## src/inc/tmr_pkg.sv

```systemverilog
// Package: register offsets, field positions, reset values and timing constants of the dual timer block
package tmr_pkg;
    // Register offsets (SFR addresses)
    localparam logic [7:0] OFS_CONTROL  = 8'h88;
    localparam logic [7:0] OFS_MODE     = 8'h89;
    localparam logic [7:0] OFS_T0_LOW   = 8'h8A;
    localparam logic [7:0] OFS_T1_LOW   = 8'h8B;
    localparam logic [7:0] OFS_T0_HIGH  = 8'h8C;
    localparam logic [7:0] OFS_T1_HIGH  = 8'h8D;
    // Control register fields
    localparam int CTL_T1_OVF   = 7;
    localparam int CTL_T1_RUN   = 6;
    localparam int CTL_T0_OVF   = 5;
    localparam int CTL_T0_RUN   = 4;
    localparam int CTL_IRQ1_PND = 3;
    localparam int CTL_IRQ1_TYP = 2;
    localparam int CTL_IRQ0_PND = 1;
    localparam int CTL_IRQ0_TYP = 0;
    // Mode register field positions within a timer nibble
    localparam int MODE_GATE    = 3;
    localparam int MODE_CSEL    = 2;
    localparam int MODE_HI      = 1;
    localparam int MODE_LO      = 0;
    localparam int T1_NIBBLE    = 4;
    // Reset values
    localparam logic [7:0] RST_CONTROL = 8'h00;
    localparam logic [7:0] RST_MODE    = 8'h00;
    localparam logic [7:0] RST_COUNT   = 8'h00;
    // Oscillator periods per peripheral cycle, standard and double speed
    localparam int OSC_PER_CYCLE_STD = 12;
    localparam int OSC_PER_CYCLE_X2  = 6;
    localparam int PRESC_W           = 4;
    localparam logic [PRESC_W-1:0] PRESC_STD_LAST = PRESC_W'(OSC_PER_CYCLE_STD - 1);
    localparam logic [PRESC_W-1:0] PRESC_X2_LAST  = PRESC_W'(OSC_PER_CYCLE_X2 - 1);
    // Mode codes
    localparam logic [1:0] MODE_13BIT = 2'h0;
    localparam logic [1:0] MODE_16BIT = 2'h1;
    localparam logic [1:0] MODE_RELOAD = 2'h2;
    localparam logic [1:0] MODE_SPLIT = 2'h3;
    localparam logic [4:0] PRESC13_LAST = 5'h1F;
endpackage

```

## src/inc/tick_if.sv

```systemverilog
// Interface: peripheral-cycle tick between the cycle divider and the timers
`timescale 1ns/1ps
`default_nettype none
interface tick_if;
    logic tick;
    modport source (output tick);
    modport sink   (input  tick);
endinterface
`default_nettype wire

```

## src/dual_timer_counter.sv

```systemverilog
// Two timer/counters with shared control register and external interrupt flags
// Operation
// Low and high bytes chain to 16 bits
// Run bit enables counting, keeps count
// Stop timer before writing preset values
// Timer ticks once per peripheral cycle
// Rate osc/12 standard, osc/6 double speed
// Counter mode counts sampled falling edges
// Count pin levels last one cycle
// Stop timer before changing mode
// Timer0 low mode nibble, Timer1 high
// Gating lets interrupt pin control counting
// Rollover sets overflow flag, requests interrupt
// Mode 0: 13-bit with 5-bit prescaler
// Mode 1: cascaded 16-bit counter
// Mode 2: 8-bit auto-reload from high
// Timer1 mode 3 halts and holds
// Timer0 mode 3 borrows Timer1 run, flag
// Overflow flag cleared on vectoring
// Interrupt needs individual and global enable; external requests here are gated by the global enable only
// Type bit: low-level or falling edge
// Pending flag set; edge cleared on service
// Control register layout, resets zero
// Split mode: two 8-bit timers
// Gated count only while pin high
`timescale 1ns/1ps
`default_nettype none
module dual_timer_counter
    import tmr_pkg::*;
(
    // Clock and reset
    input  wire logic        i_clk,
    input  wire logic        i_resetn,
    // Special function register port
    input  wire logic [7:0]  i_sfr_addr,
    input  wire logic        i_sfr_wr,
    input  wire logic [7:0]  i_sfr_wdata,
    input  wire logic        i_sfr_rd,
    output logic      [7:0]  o_sfr_rdata,
    // Clock speed and interrupt enables
    input  wire logic        i_double_speed_clock_mode,
    input  wire logic        i_global_interrupt_enable,
    input  wire logic [1:0]  i_timer_irq_enable,
    // Interrupt vectoring acknowledges: 0 timer0, 1 timer1, 2 ext0, 3 ext1
    input  wire logic [3:0]  i_irq_vector_ack,
    // External pins
    input  wire logic [1:0]  i_count_pin,
    input  wire logic        i_ext_irq0_pin_n,
    input  wire logic        i_ext_irq1_pin_n,
    // Interrupt requests
    output logic [1:0]       o_timer_irq,
    output logic [1:0]       o_ext_irq
);
    //--------------------------------------------------------------
    // Registers
    //--------------------------------------------------------------
    logic [7:0] timer_ext_irq_control_reg;
    logic [7:0] timer_ext_irq_control_next;
    logic [7:0] timer_mode_register_reg;
    logic [7:0] low_reg  [2];
    logic [7:0] low_next [2];
    logic [7:0] high_reg [2];
    logic [7:0] high_next[2];
    logic [1:0] cnt_pin_d_reg;
    logic [1:0] irq_pin_d_reg;
    logic [1:0] irq_pin_n;

    tick_if tk();

    cycle_divider u_div
    (
        .i_clk          (i_clk),
        .i_resetn       (i_resetn),
        .i_double_speed (i_double_speed_clock_mode),
        .tk             (tk.source)
    );

    //--------------------------------------------------------------
    // Decode
    //--------------------------------------------------------------
    wire wr_ctl  = i_sfr_wr && (i_sfr_addr == OFS_CONTROL);
    wire wr_mode = i_sfr_wr && (i_sfr_addr == OFS_MODE);
    wire [1:0] wr_low  = {i_sfr_wr && (i_sfr_addr == OFS_T1_LOW),  i_sfr_wr && (i_sfr_addr == OFS_T0_LOW)};
    wire [1:0] wr_high = {i_sfr_wr && (i_sfr_addr == OFS_T1_HIGH), i_sfr_wr && (i_sfr_addr == OFS_T0_HIGH)};

    assign irq_pin_n = {i_ext_irq1_pin_n, i_ext_irq0_pin_n};

    wire [3:0] nib0 = timer_mode_register_reg[3:0];
    wire [3:0] nib1 = timer_mode_register_reg[T1_NIBBLE +: 4];
    wire [1:0] mode0 = {nib0[MODE_HI], nib0[MODE_LO]};
    wire [1:0] mode1 = {nib1[MODE_HI], nib1[MODE_LO]};
    wire       split = (mode0 == MODE_SPLIT);

    wire run0 = timer_ext_irq_control_reg[CTL_T0_RUN];
    wire run1 = timer_ext_irq_control_reg[CTL_T1_RUN];

    // Enable: run alone, or run with pin high when gated
    function automatic logic gate_ok(input logic run, input logic gate, input logic pin_n);
        gate_ok = run && (!gate || pin_n);
    endfunction

    // Count event: peripheral tick, or sampled falling edge in counter mode
    function automatic logic count_evt(input logic csel, input logic now, input logic prev, input logic tick);
        count_evt = tick && (csel ? (prev && !now) : 1'b1);
    endfunction

    wire [1:0] ev;
    assign ev[0] = count_evt(nib0[MODE_CSEL], i_count_pin[0], cnt_pin_d_reg[0], tk.tick);
    assign ev[1] = count_evt(nib1[MODE_CSEL], i_count_pin[1], cnt_pin_d_reg[1], tk.tick);

    wire en0  = gate_ok(run0, nib0[MODE_GATE], irq_pin_n[0]) && ev[0];
    // Timer0 high byte in split mode borrows Timer1 run bit
    wire en0h = run1 && tk.tick;
    // Timer1 ignores its run bit while Timer0 has taken it
    wire en1  = (split ? 1'b1 : gate_ok(run1, nib1[MODE_GATE], irq_pin_n[1])) && ev[1]
                && (mode1 != MODE_SPLIT);

    //--------------------------------------------------------------
    // Counting
    //--------------------------------------------------------------
    logic [1:0] ovf;
    logic       ovf0h;

    always_comb
    begin
        logic [1:0] m [2];
        logic [1:0] en;
        m[0] = mode0;
        m[1] = mode1;
        en   = {en1, en0};
        ovf   = 2'b00;
        ovf0h = 1'b0;
        for (int t = 0; t < 2; t++)
        begin
            low_next[t]  = low_reg[t];
            high_next[t] = high_reg[t];
            if (en[t])
            begin
                unique case (m[t])
                    MODE_13BIT:
                    begin
                        low_next[t][4:0] = low_reg[t][4:0] + 5'h01;
                        if (low_reg[t][4:0] == PRESC13_LAST)
                        begin
                            high_next[t] = high_reg[t] + 8'h01;
                            ovf[t]       = (high_reg[t] == 8'hFF);
                        end
                    end
                    MODE_16BIT:
                    begin
                        low_next[t] = low_reg[t] + 8'h01;
                        if (low_reg[t] == 8'hFF)
                        begin
                            high_next[t] = high_reg[t] + 8'h01;
                            ovf[t]       = (high_reg[t] == 8'hFF);
                        end
                    end
                    MODE_RELOAD:
                    begin
                        if (low_reg[t] == 8'hFF)
                        begin
                            low_next[t] = high_reg[t];
                            ovf[t]      = 1'b1;
                        end
                        else
                            low_next[t] = low_reg[t] + 8'h01;
                    end
                    MODE_SPLIT:
                    begin
                        // Only Timer0 reaches here; low byte is a plain 8-bit timer
                        low_next[t] = low_reg[t] + 8'h01;
                        ovf[t]      = (low_reg[t] == 8'hFF);
                    end
                endcase
            end
        end
        if (split && en0h)
        begin
            high_next[0] = high_reg[0] + 8'h01;
            ovf0h        = (high_reg[0] == 8'hFF);
        end
        // Processor preset writes
        for (int t = 0; t < 2; t++)
        begin
            if (wr_low[t])
                low_next[t] = i_sfr_wdata;
            if (wr_high[t])
                high_next[t] = i_sfr_wdata;
        end
    end

    //--------------------------------------------------------------
    // Control register and flags
    //--------------------------------------------------------------
    wire [1:0] irq_fall  = irq_pin_d_reg & ~irq_pin_n;
    wire [1:0] irq_typ   = {timer_ext_irq_control_reg[CTL_IRQ1_TYP], timer_ext_irq_control_reg[CTL_IRQ0_TYP]};
    wire [1:0] irq_det   = (irq_typ & irq_fall) | (~irq_typ & ~irq_pin_n);
    // Timer1 overflow flag belongs to Timer0's high byte in split mode
    wire       set_tf1   = split ? ovf0h : ovf[1];
    wire       set_tf0   = ovf[0];

    always_comb
    begin
        timer_ext_irq_control_next = timer_ext_irq_control_reg;
        if (wr_ctl)
            timer_ext_irq_control_next = i_sfr_wdata;
        // Hardware clears on vectoring; sets win over any clear
        if (i_irq_vector_ack[0])
            timer_ext_irq_control_next[CTL_T0_OVF] = 1'b0;
        if (i_irq_vector_ack[1])
            timer_ext_irq_control_next[CTL_T1_OVF] = 1'b0;
        if (i_irq_vector_ack[2] && irq_typ[0])
            timer_ext_irq_control_next[CTL_IRQ0_PND] = 1'b0;
        if (i_irq_vector_ack[3] && irq_typ[1])
            timer_ext_irq_control_next[CTL_IRQ1_PND] = 1'b0;
        // Level mode follows the pin
        if (!irq_typ[0])
            timer_ext_irq_control_next[CTL_IRQ0_PND] = irq_det[0];
        if (!irq_typ[1])
            timer_ext_irq_control_next[CTL_IRQ1_PND] = irq_det[1];
        if (set_tf0)
            timer_ext_irq_control_next[CTL_T0_OVF] = 1'b1;
        if (set_tf1)
            timer_ext_irq_control_next[CTL_T1_OVF] = 1'b1;
        if (irq_det[0])
            timer_ext_irq_control_next[CTL_IRQ0_PND] = 1'b1;
        if (irq_det[1])
            timer_ext_irq_control_next[CTL_IRQ1_PND] = 1'b1;
    end

    always_ff @(posedge i_clk)
    begin
        if (!i_resetn)
        begin
            timer_ext_irq_control_reg <= RST_CONTROL;
            timer_mode_register_reg   <= RST_MODE;
            cnt_pin_d_reg             <= 2'b00;
            irq_pin_d_reg             <= 2'b11;
        end
        else
        begin
            timer_ext_irq_control_reg <= timer_ext_irq_control_next;
            if (wr_mode)
                timer_mode_register_reg <= i_sfr_wdata;
            // Count pins sampled once per peripheral cycle
            if (tk.tick)
                cnt_pin_d_reg <= i_count_pin;
            irq_pin_d_reg <= irq_pin_n;
        end
    end

    always_ff @(posedge i_clk)
    begin
        if (!i_resetn)
        begin
            for (int t = 0; t < 2; t++)
            begin
                low_reg[t]  <= RST_COUNT;
                high_reg[t] <= RST_COUNT;
            end
        end
        else
        begin
            for (int t = 0; t < 2; t++)
            begin
                low_reg[t]  <= low_next[t];
                high_reg[t] <= high_next[t];
            end
        end
    end

    //--------------------------------------------------------------
    // Read back and interrupt outputs
    //--------------------------------------------------------------
    logic [7:0] rd_mux;
    always_comb
    begin
        unique case (i_sfr_addr)
            OFS_CONTROL: rd_mux = timer_ext_irq_control_reg;
            OFS_MODE:    rd_mux = timer_mode_register_reg;
            OFS_T0_LOW:  rd_mux = low_reg[0];
            OFS_T1_LOW:  rd_mux = low_reg[1];
            OFS_T0_HIGH: rd_mux = high_reg[0];
            OFS_T1_HIGH: rd_mux = high_reg[1];
            default:     rd_mux = 8'h00;
        endcase
    end

    wire [1:0] tf = {timer_ext_irq_control_next[CTL_T1_OVF], timer_ext_irq_control_next[CTL_T0_OVF]};
    wire [1:0] ie = {timer_ext_irq_control_next[CTL_IRQ1_PND], timer_ext_irq_control_next[CTL_IRQ0_PND]};

    always_ff @(posedge i_clk)
    begin
        if (!i_resetn)
        begin
            o_sfr_rdata <= 8'h00;
            o_timer_irq <= 2'b00;
            o_ext_irq   <= 2'b00;
        end
        else
        begin
            if (i_sfr_rd)
                o_sfr_rdata <= rd_mux;
            o_timer_irq <= tf & i_timer_irq_enable & {2{i_global_interrupt_enable}};
            o_ext_irq   <= ie & {2{i_global_interrupt_enable}};
        end
    end
endmodule // dual_timer_counter
`default_nettype wire

```

## src/cycle_divider.sv

```systemverilog
// Peripheral-cycle divider producing one tick per 12 or 6 oscillator periods
`timescale 1ns/1ps
`default_nettype none
module cycle_divider
    import tmr_pkg::*;
(
    // Clock and reset
    input  wire logic   i_clk,
    input  wire logic   i_resetn,
    // Speed select
    input  wire logic   i_double_speed,
    // Tick out
    tick_if.source      tk
);
    logic [PRESC_W-1:0] cnt_reg;
    logic [PRESC_W-1:0] cnt_next;
    wire  [PRESC_W-1:0] last = i_double_speed ? PRESC_X2_LAST : PRESC_STD_LAST;
    wire                wrap = (cnt_reg >= last);

    assign cnt_next = wrap ? '0 : cnt_reg + PRESC_W'(1);

    always_ff @(posedge i_clk)
    begin
        if (!i_resetn)
            cnt_reg <= '0;
        else
            cnt_reg <= cnt_next;
    end

    always_ff @(posedge i_clk)
    begin
        if (!i_resetn)
            tk.tick <= 1'b0;
        else
            tk.tick <= wrap;
    end
endmodule // cycle_divider
`default_nettype wire

```

## config.mk

```make
export PLATFORM = sky130hd
export DESIGN_NAME = dual_timer_counter
export DESIGN_NICKNAME = d
export VERILOG_FILES = /design/src/inc/tmr_pkg.sv /design/src/inc/tick_if.sv /design/src/dual_timer_counter.sv /design/src/cycle_divider.sv
export SDC_FILE = /design/constraint.sdc
export NUM_CORES = 1
export LEC_CHECK = 0
export BUFFER_PORTS_ARGS = -buffer_cell sky130_fd_sc_hd__buf_2
export CORE_MARGIN = 3
export CORE_UTILIZATION = 31
export CTS_CLUSTER_SIZE = 16
export DETAILED_ROUTE_END_ITERATION = 10
export PLACE_DENSITY = 0.61
export SLEW_MARGIN = 20
export SYNTH_ARGS = -nofsm -noshare
export SYNTH_HDL_FRONTEND = slang
export SYNTH_SLANG_ARGS = --single-unit
```

## constraint.sdc

```tcl
create_clock -name i_clk -period 2.3 [get_ports i_clk]
set_clock_uncertainty 0.2 [all_clocks]
set_input_delay 0.46 -clock i_clk [delete_from_list [all_inputs] [get_ports i_clk]]
set_output_delay 0.46 -clock i_clk [all_outputs]
set_load 0.005 [all_outputs]
```

==> After elaboration in Yosys (flattened, before gate mapping) <==
Memory sizes are Yosys's and may differ from the RTL's.
Cells that the tools add are included.
{ "totals": {"out_inout_bits": 12, "elab_cells": 138, "n_memories": 2, "ramBits": 32, "inputBits": 32, "reg_bits": 37} }
{ "mem_list": {"columns": ["name", "depth", "width", "read_ports", "rd_ports_with_merged_regs", "wr", "line_no", "source"], "rows": [
  ["high_reg", 2, 8, 2, 0, 2, "dual_timer_counter.sv:62", "logic [7:0] high_reg [2];"],
  ["low_reg", 2, 8, 2, 0, 2, "dual_timer_counter.sv:60", "logic [7:0] low_reg [2];"]
]} }
{ "op_classes": {"n_lt_le_gt_ge": 1, "reduce_logical": 30, "bitwise": 14, "n_eq_ne": 19, "n_mux": 55, "n_addsub": 7} }
{ "ops": {"columns": ["operator", "n"], "rows": [
  ["$mux W8", 20],
  ["$eq A8 B8 Y1 const B", 10],
  ["$pmux W8 S6", 1],
  ["$add A8 B1 Y8 const B", 4],
  ["$pmux W8 S2", 2],
  ["$pmux W5 S3", 2],
  ["$mux W1", 25],
  ["$logic_and A1 B1 Y1", 19],
  ["$and A2 B2 Y2", 6],
  ["$pmux W3 S2", 2],
  ["$add A5 B1 Y5 const B", 2],
  ["$eq A5 B5 Y1 const B", 2],
  ["$eq A2 B2 Y1 const B", 4],
  ["$pmux W1 S4", 2],
  ["$reduce_or A2 Y1", 3],
  ["$add A4 B1 Y4 const B", 1],
  ["$eq A2 B1 Y1 const B", 2],
  ["$ge A4 B4 Y1", 1],
  ["$logic_not A1 Y1", 4],
  ["$logic_not A2 Y1", 2],
  ["$mux W4", 1],
  ["$not A2 Y2", 2],
  ["$or A1 B1 Y1", 4],
  ["$logic_or A1 B1 Y1", 2],
  ["other kinds (3)", 3]
]} }

==> Depth between registers and ports, before layout <==
{ "depth": {"depth_word": 11, "ltp_mapped": 10, "ltp_nobuf": 8} }

==> By module <==
From an unflattened synthesis, not the netlist that was laid out.
{ "unflattened": {"hier_cells": 493, "area_unflattened_um2": 4092.7} }
{ "by_module_without_submodules": {"columns": ["module", "seq_area_each_um2", "cells_per_inst", "area_per_inst_um2", "n_inst"], "rows": [
  ["dual_timer_counter", 1281.2, 469, 3852.4, 1],
  ["cycle_divider", 100.1, 24, 240.2, 1]
]} }

==> Worst setup path after synthesis <==
OpenSTA, ideal clock, no wires.
{ "synth_timing": {"kind": "register to register", "start": "memory low_reg[1][0], in the netlist low_reg[0][8]", "end": "memory high_reg[1][5], in the netlist high_reg[0][13]", "path_slack_ns": -0.206, "setup_time_ns": 0.074, "t_arrival_ns": 2.232, "required_ns": 2.026, "path_stages_with_launch": 10, "period_less_slack_ns": 2.506, "path_buffers": 1, "cell_sequence": "dfxtp_1 -> ha_1 -> and3_1 -> buf_2 -> ha_1 -> and2b_1 -> a31oi_1 -> or4_4 -> or4_1 -> a31oi_1"} }
{ "synth_lines": {"columns": ["item", "line_no"], "rows": [
  ["start, declared", "dual_timer_counter.sv:60"],
  ["end, declared", "dual_timer_counter.sv:62"]
]} }

==> flow_summary_export.csv <==
group,metric,value,unit
status,status,"finished, violations left",
status,violations,"negative setup slack",
global_routing,grt_pass1_wl,22.0,mm
global_routing,grt_pass1_vias,4061,
die,boundaryPins,44,
die,start_util,32.0,%
worst_setup_path,crit_required,2370,ps
timing,setup_ws,-55.1,ps
worst_setup_path,worstPathArrival,2420,ps
yosys,ys_async_sr_fraction,0,%
global_routing,grt_max_degree,46,
yosys,synth_edf_count,0,
yosys,yosys.area.top_type,"dfxtp_1",
drt,final_antenna_net_count,0,
yosys,synth_most_common_cell,"dfxtp_1",
final_layout,post-route-util,41.9,%
run,drv_cap,0,
worst_setup_path,critical_path_class,"reg -> reg",
timing,hold_viol,0,
drt,vias,4274,
yosys,synthTopCellsByCount,"69 x dfxtp_1, 37 x o21ai_0, 35 x nor2_1, 32 x nand2_1",
clock_tree,insertion_delay,340,ps
pwr,finalPower,2.86,mW
timing,fin_tns_setup,-110,ps
yosys,ys_top_cells_by_area,"dfxtp_1 34%, mux2i_1 5.4%, o21ai_0 4.5%",
clock_tree,ctsRootBufferMaster,"clkbuf_16",
timing,slew_headroom,56.0,%
clock_tree,cts_buffer_depth,2,
clock_tree,htree_levels,3,
yosys,yosys_warnings,0,
yosys,ys.flop_type,"dfxtp_1",
drt,wire_per_inst,18.8,um
timing,rsz0062_at_grt,"yes",
final_layout,multi_input_area,2640,um^2
yosys,synthCells,478,
yosys,yosysSeqAreaShare,33.9,%
global_routing,antenna_found_initial,0,
yosys,netlist_area,4080,um^2
clock_tree,clk_pin_slew,60,ps
yosys,yosysTopAreaCellShare,33.9,%
drt,via_per_inst,5.69,
drt,routed_wl,14.1,mm
yosys,synth.net_count,522,
pwr,p_leak,2.05,nW
final_layout,nFillCells,1272,
worst_setup_path,worst_setup_path_end_kind,"flip-flop",
pwr,powerDensity,537,nW/um^2
final_layout,nets,618,
drt,first_pass_iters,5,
yosys,synth_seq_cells,69,
final_layout,regArea,1390,um^2
placement,dpl.hpwl,10.3,mm
worst_setup_path,critPathLaunchType,"flip-flop",
clock_tree,cts_buffers,9,
global_routing,overflow,0,
timing,slew_violations,0,
clock_tree,cts_sinks,69,
yosys,yosys.cell_types.count,68,
final_layout,areaGrowthSynthToFinish,30.9,%
timing,tightestPinTransition,660,ps
timing,min_period,2360,ps
placement,io_buffers,43,
die,die_w,121,um
drt,drtIter0Drc,456,
worst_hold_path,hold_path_class,"in -> reg",
clock_tree,ctsHoldBuffers,0,
timing,setup_violations,3,
yosys,synth_area_per_cell,8.53,um^2
die,die_h,121,um
die,die_area,14600,um^2
placement,place.gp.congestion,0.898,
pwr,irDropWorstVdd,0.429,mV
clock_tree,tritoncts,"yes",
timing,max_freq,425,MHz
worst_setup_path,critPathMaxFanout,8,
drt,drcViolationCount,0,
final_layout,drive_gt1_share,28.5,%
global_routing,grt_usage,19.4,%
die,rows,41,
die,coreArea,12700,um^2
timing,min_period_over_period,102,%
final_layout,num_antenna_cells,0,
worst max-delay path, cell delays in order (launching register included):
cell and delay [ps]:
dfxtp_4 360, ha_4 130, and3_4 190, ha_4 120, and2b_1 120, a31oi_1 40
or4_4 480, buf_6 160, or3_4 330, a31oi_2 160
power by group:
group          internal [mW]  switching [mW]  total, mW  leakage, nW
clock network          0.842           0.577       1.42        0.138
logic                 0.0850           0.126      0.211         1.35
registers               1.22          0.0184       1.23        0.562
per-stage QoR:
stage	setup slack, ps	std cells	hold slack (ps)	area [um^2]
2_1_floorplan	-69.8	478	230	4120
3_3_place_gp	-64.4	730	245	4900
3_5_place_dp	-120	730	276	4900
4_1_cts	-82.7	750	143	5260
5_1_grt	-126	751	142	5340
6_report	-55.1	751	149	5340
final timing paths:
kind	from	to	slack (ps)	cells after the start
hold / removal	i_ext_irq0_pin_n	irq_pin_d_reg[0]	150	2
setup reg to reg	low_reg[0][8]	high_reg[0][11]	-60	9
setup / recovery	low_reg[0][8]	high_reg[0][11]	-60	9
hold reg to reg	u_div.cnt_reg[0]	u_div.cnt_reg[0]	290	1
placed cells by master, fill, tap and decap left out, types with 11 or more instances in the layout:
cell type / count
nor2_1: 35
inv_1: 16
buf_4: 65
mux2_2: 11
a31oi_1: 22
dfxtp_1: 65
mux2i_1: 22
a21oi_1: 23
o21ai_0: 37
nand3_1: 15
buf_2: 43
nand2_1: 32
a22o_1: 17
metal layers:
metal	routed length [um]	global-route usage, %	vias up
met5	0	0	-
met4	299	6.44	0
met3	733	3.60	22
met2	6630	30.6	140
met1	6470	26.8	2092
li1	-	-	2020
what timing repair did:
| item | in CTS | in global routing |
|---|---|---|
| resized for setup | 6 | 13 |
| setup buffers | 4 | 2 |
| pin swaps | 15 | 17 |
| gates cloned | 0 | 0 |
| endpoints found under the setup margin | 8 | 15 |
logic make-up (layout without fill, tap and decap cells):
kind of cell / after synthesis / in the layout / synth area share, %
fa+ha+maj: 12 / 12 / 3.68
compound gates: 147 / 147 / 23.9
xor+xnor: 4 / 4 / 0.860
simple gates: 167 / 167 / 23.8
mux: 37 / 37 / 9.55
buf+inv: 42 / 143 / 4.33
flops: 69 / 69 / 33.9
area by class of cell:
class	instances	share of cell area (%)
clock inverters	7	1.36
flip-flops and latches	69	26.1
inverters	16	1.13
well taps	172	4.03
multi-input cells	367	49.4
repair buffers	111	13.8
clock buffers	9	4.22
Power figures use the tool's default switching activity.
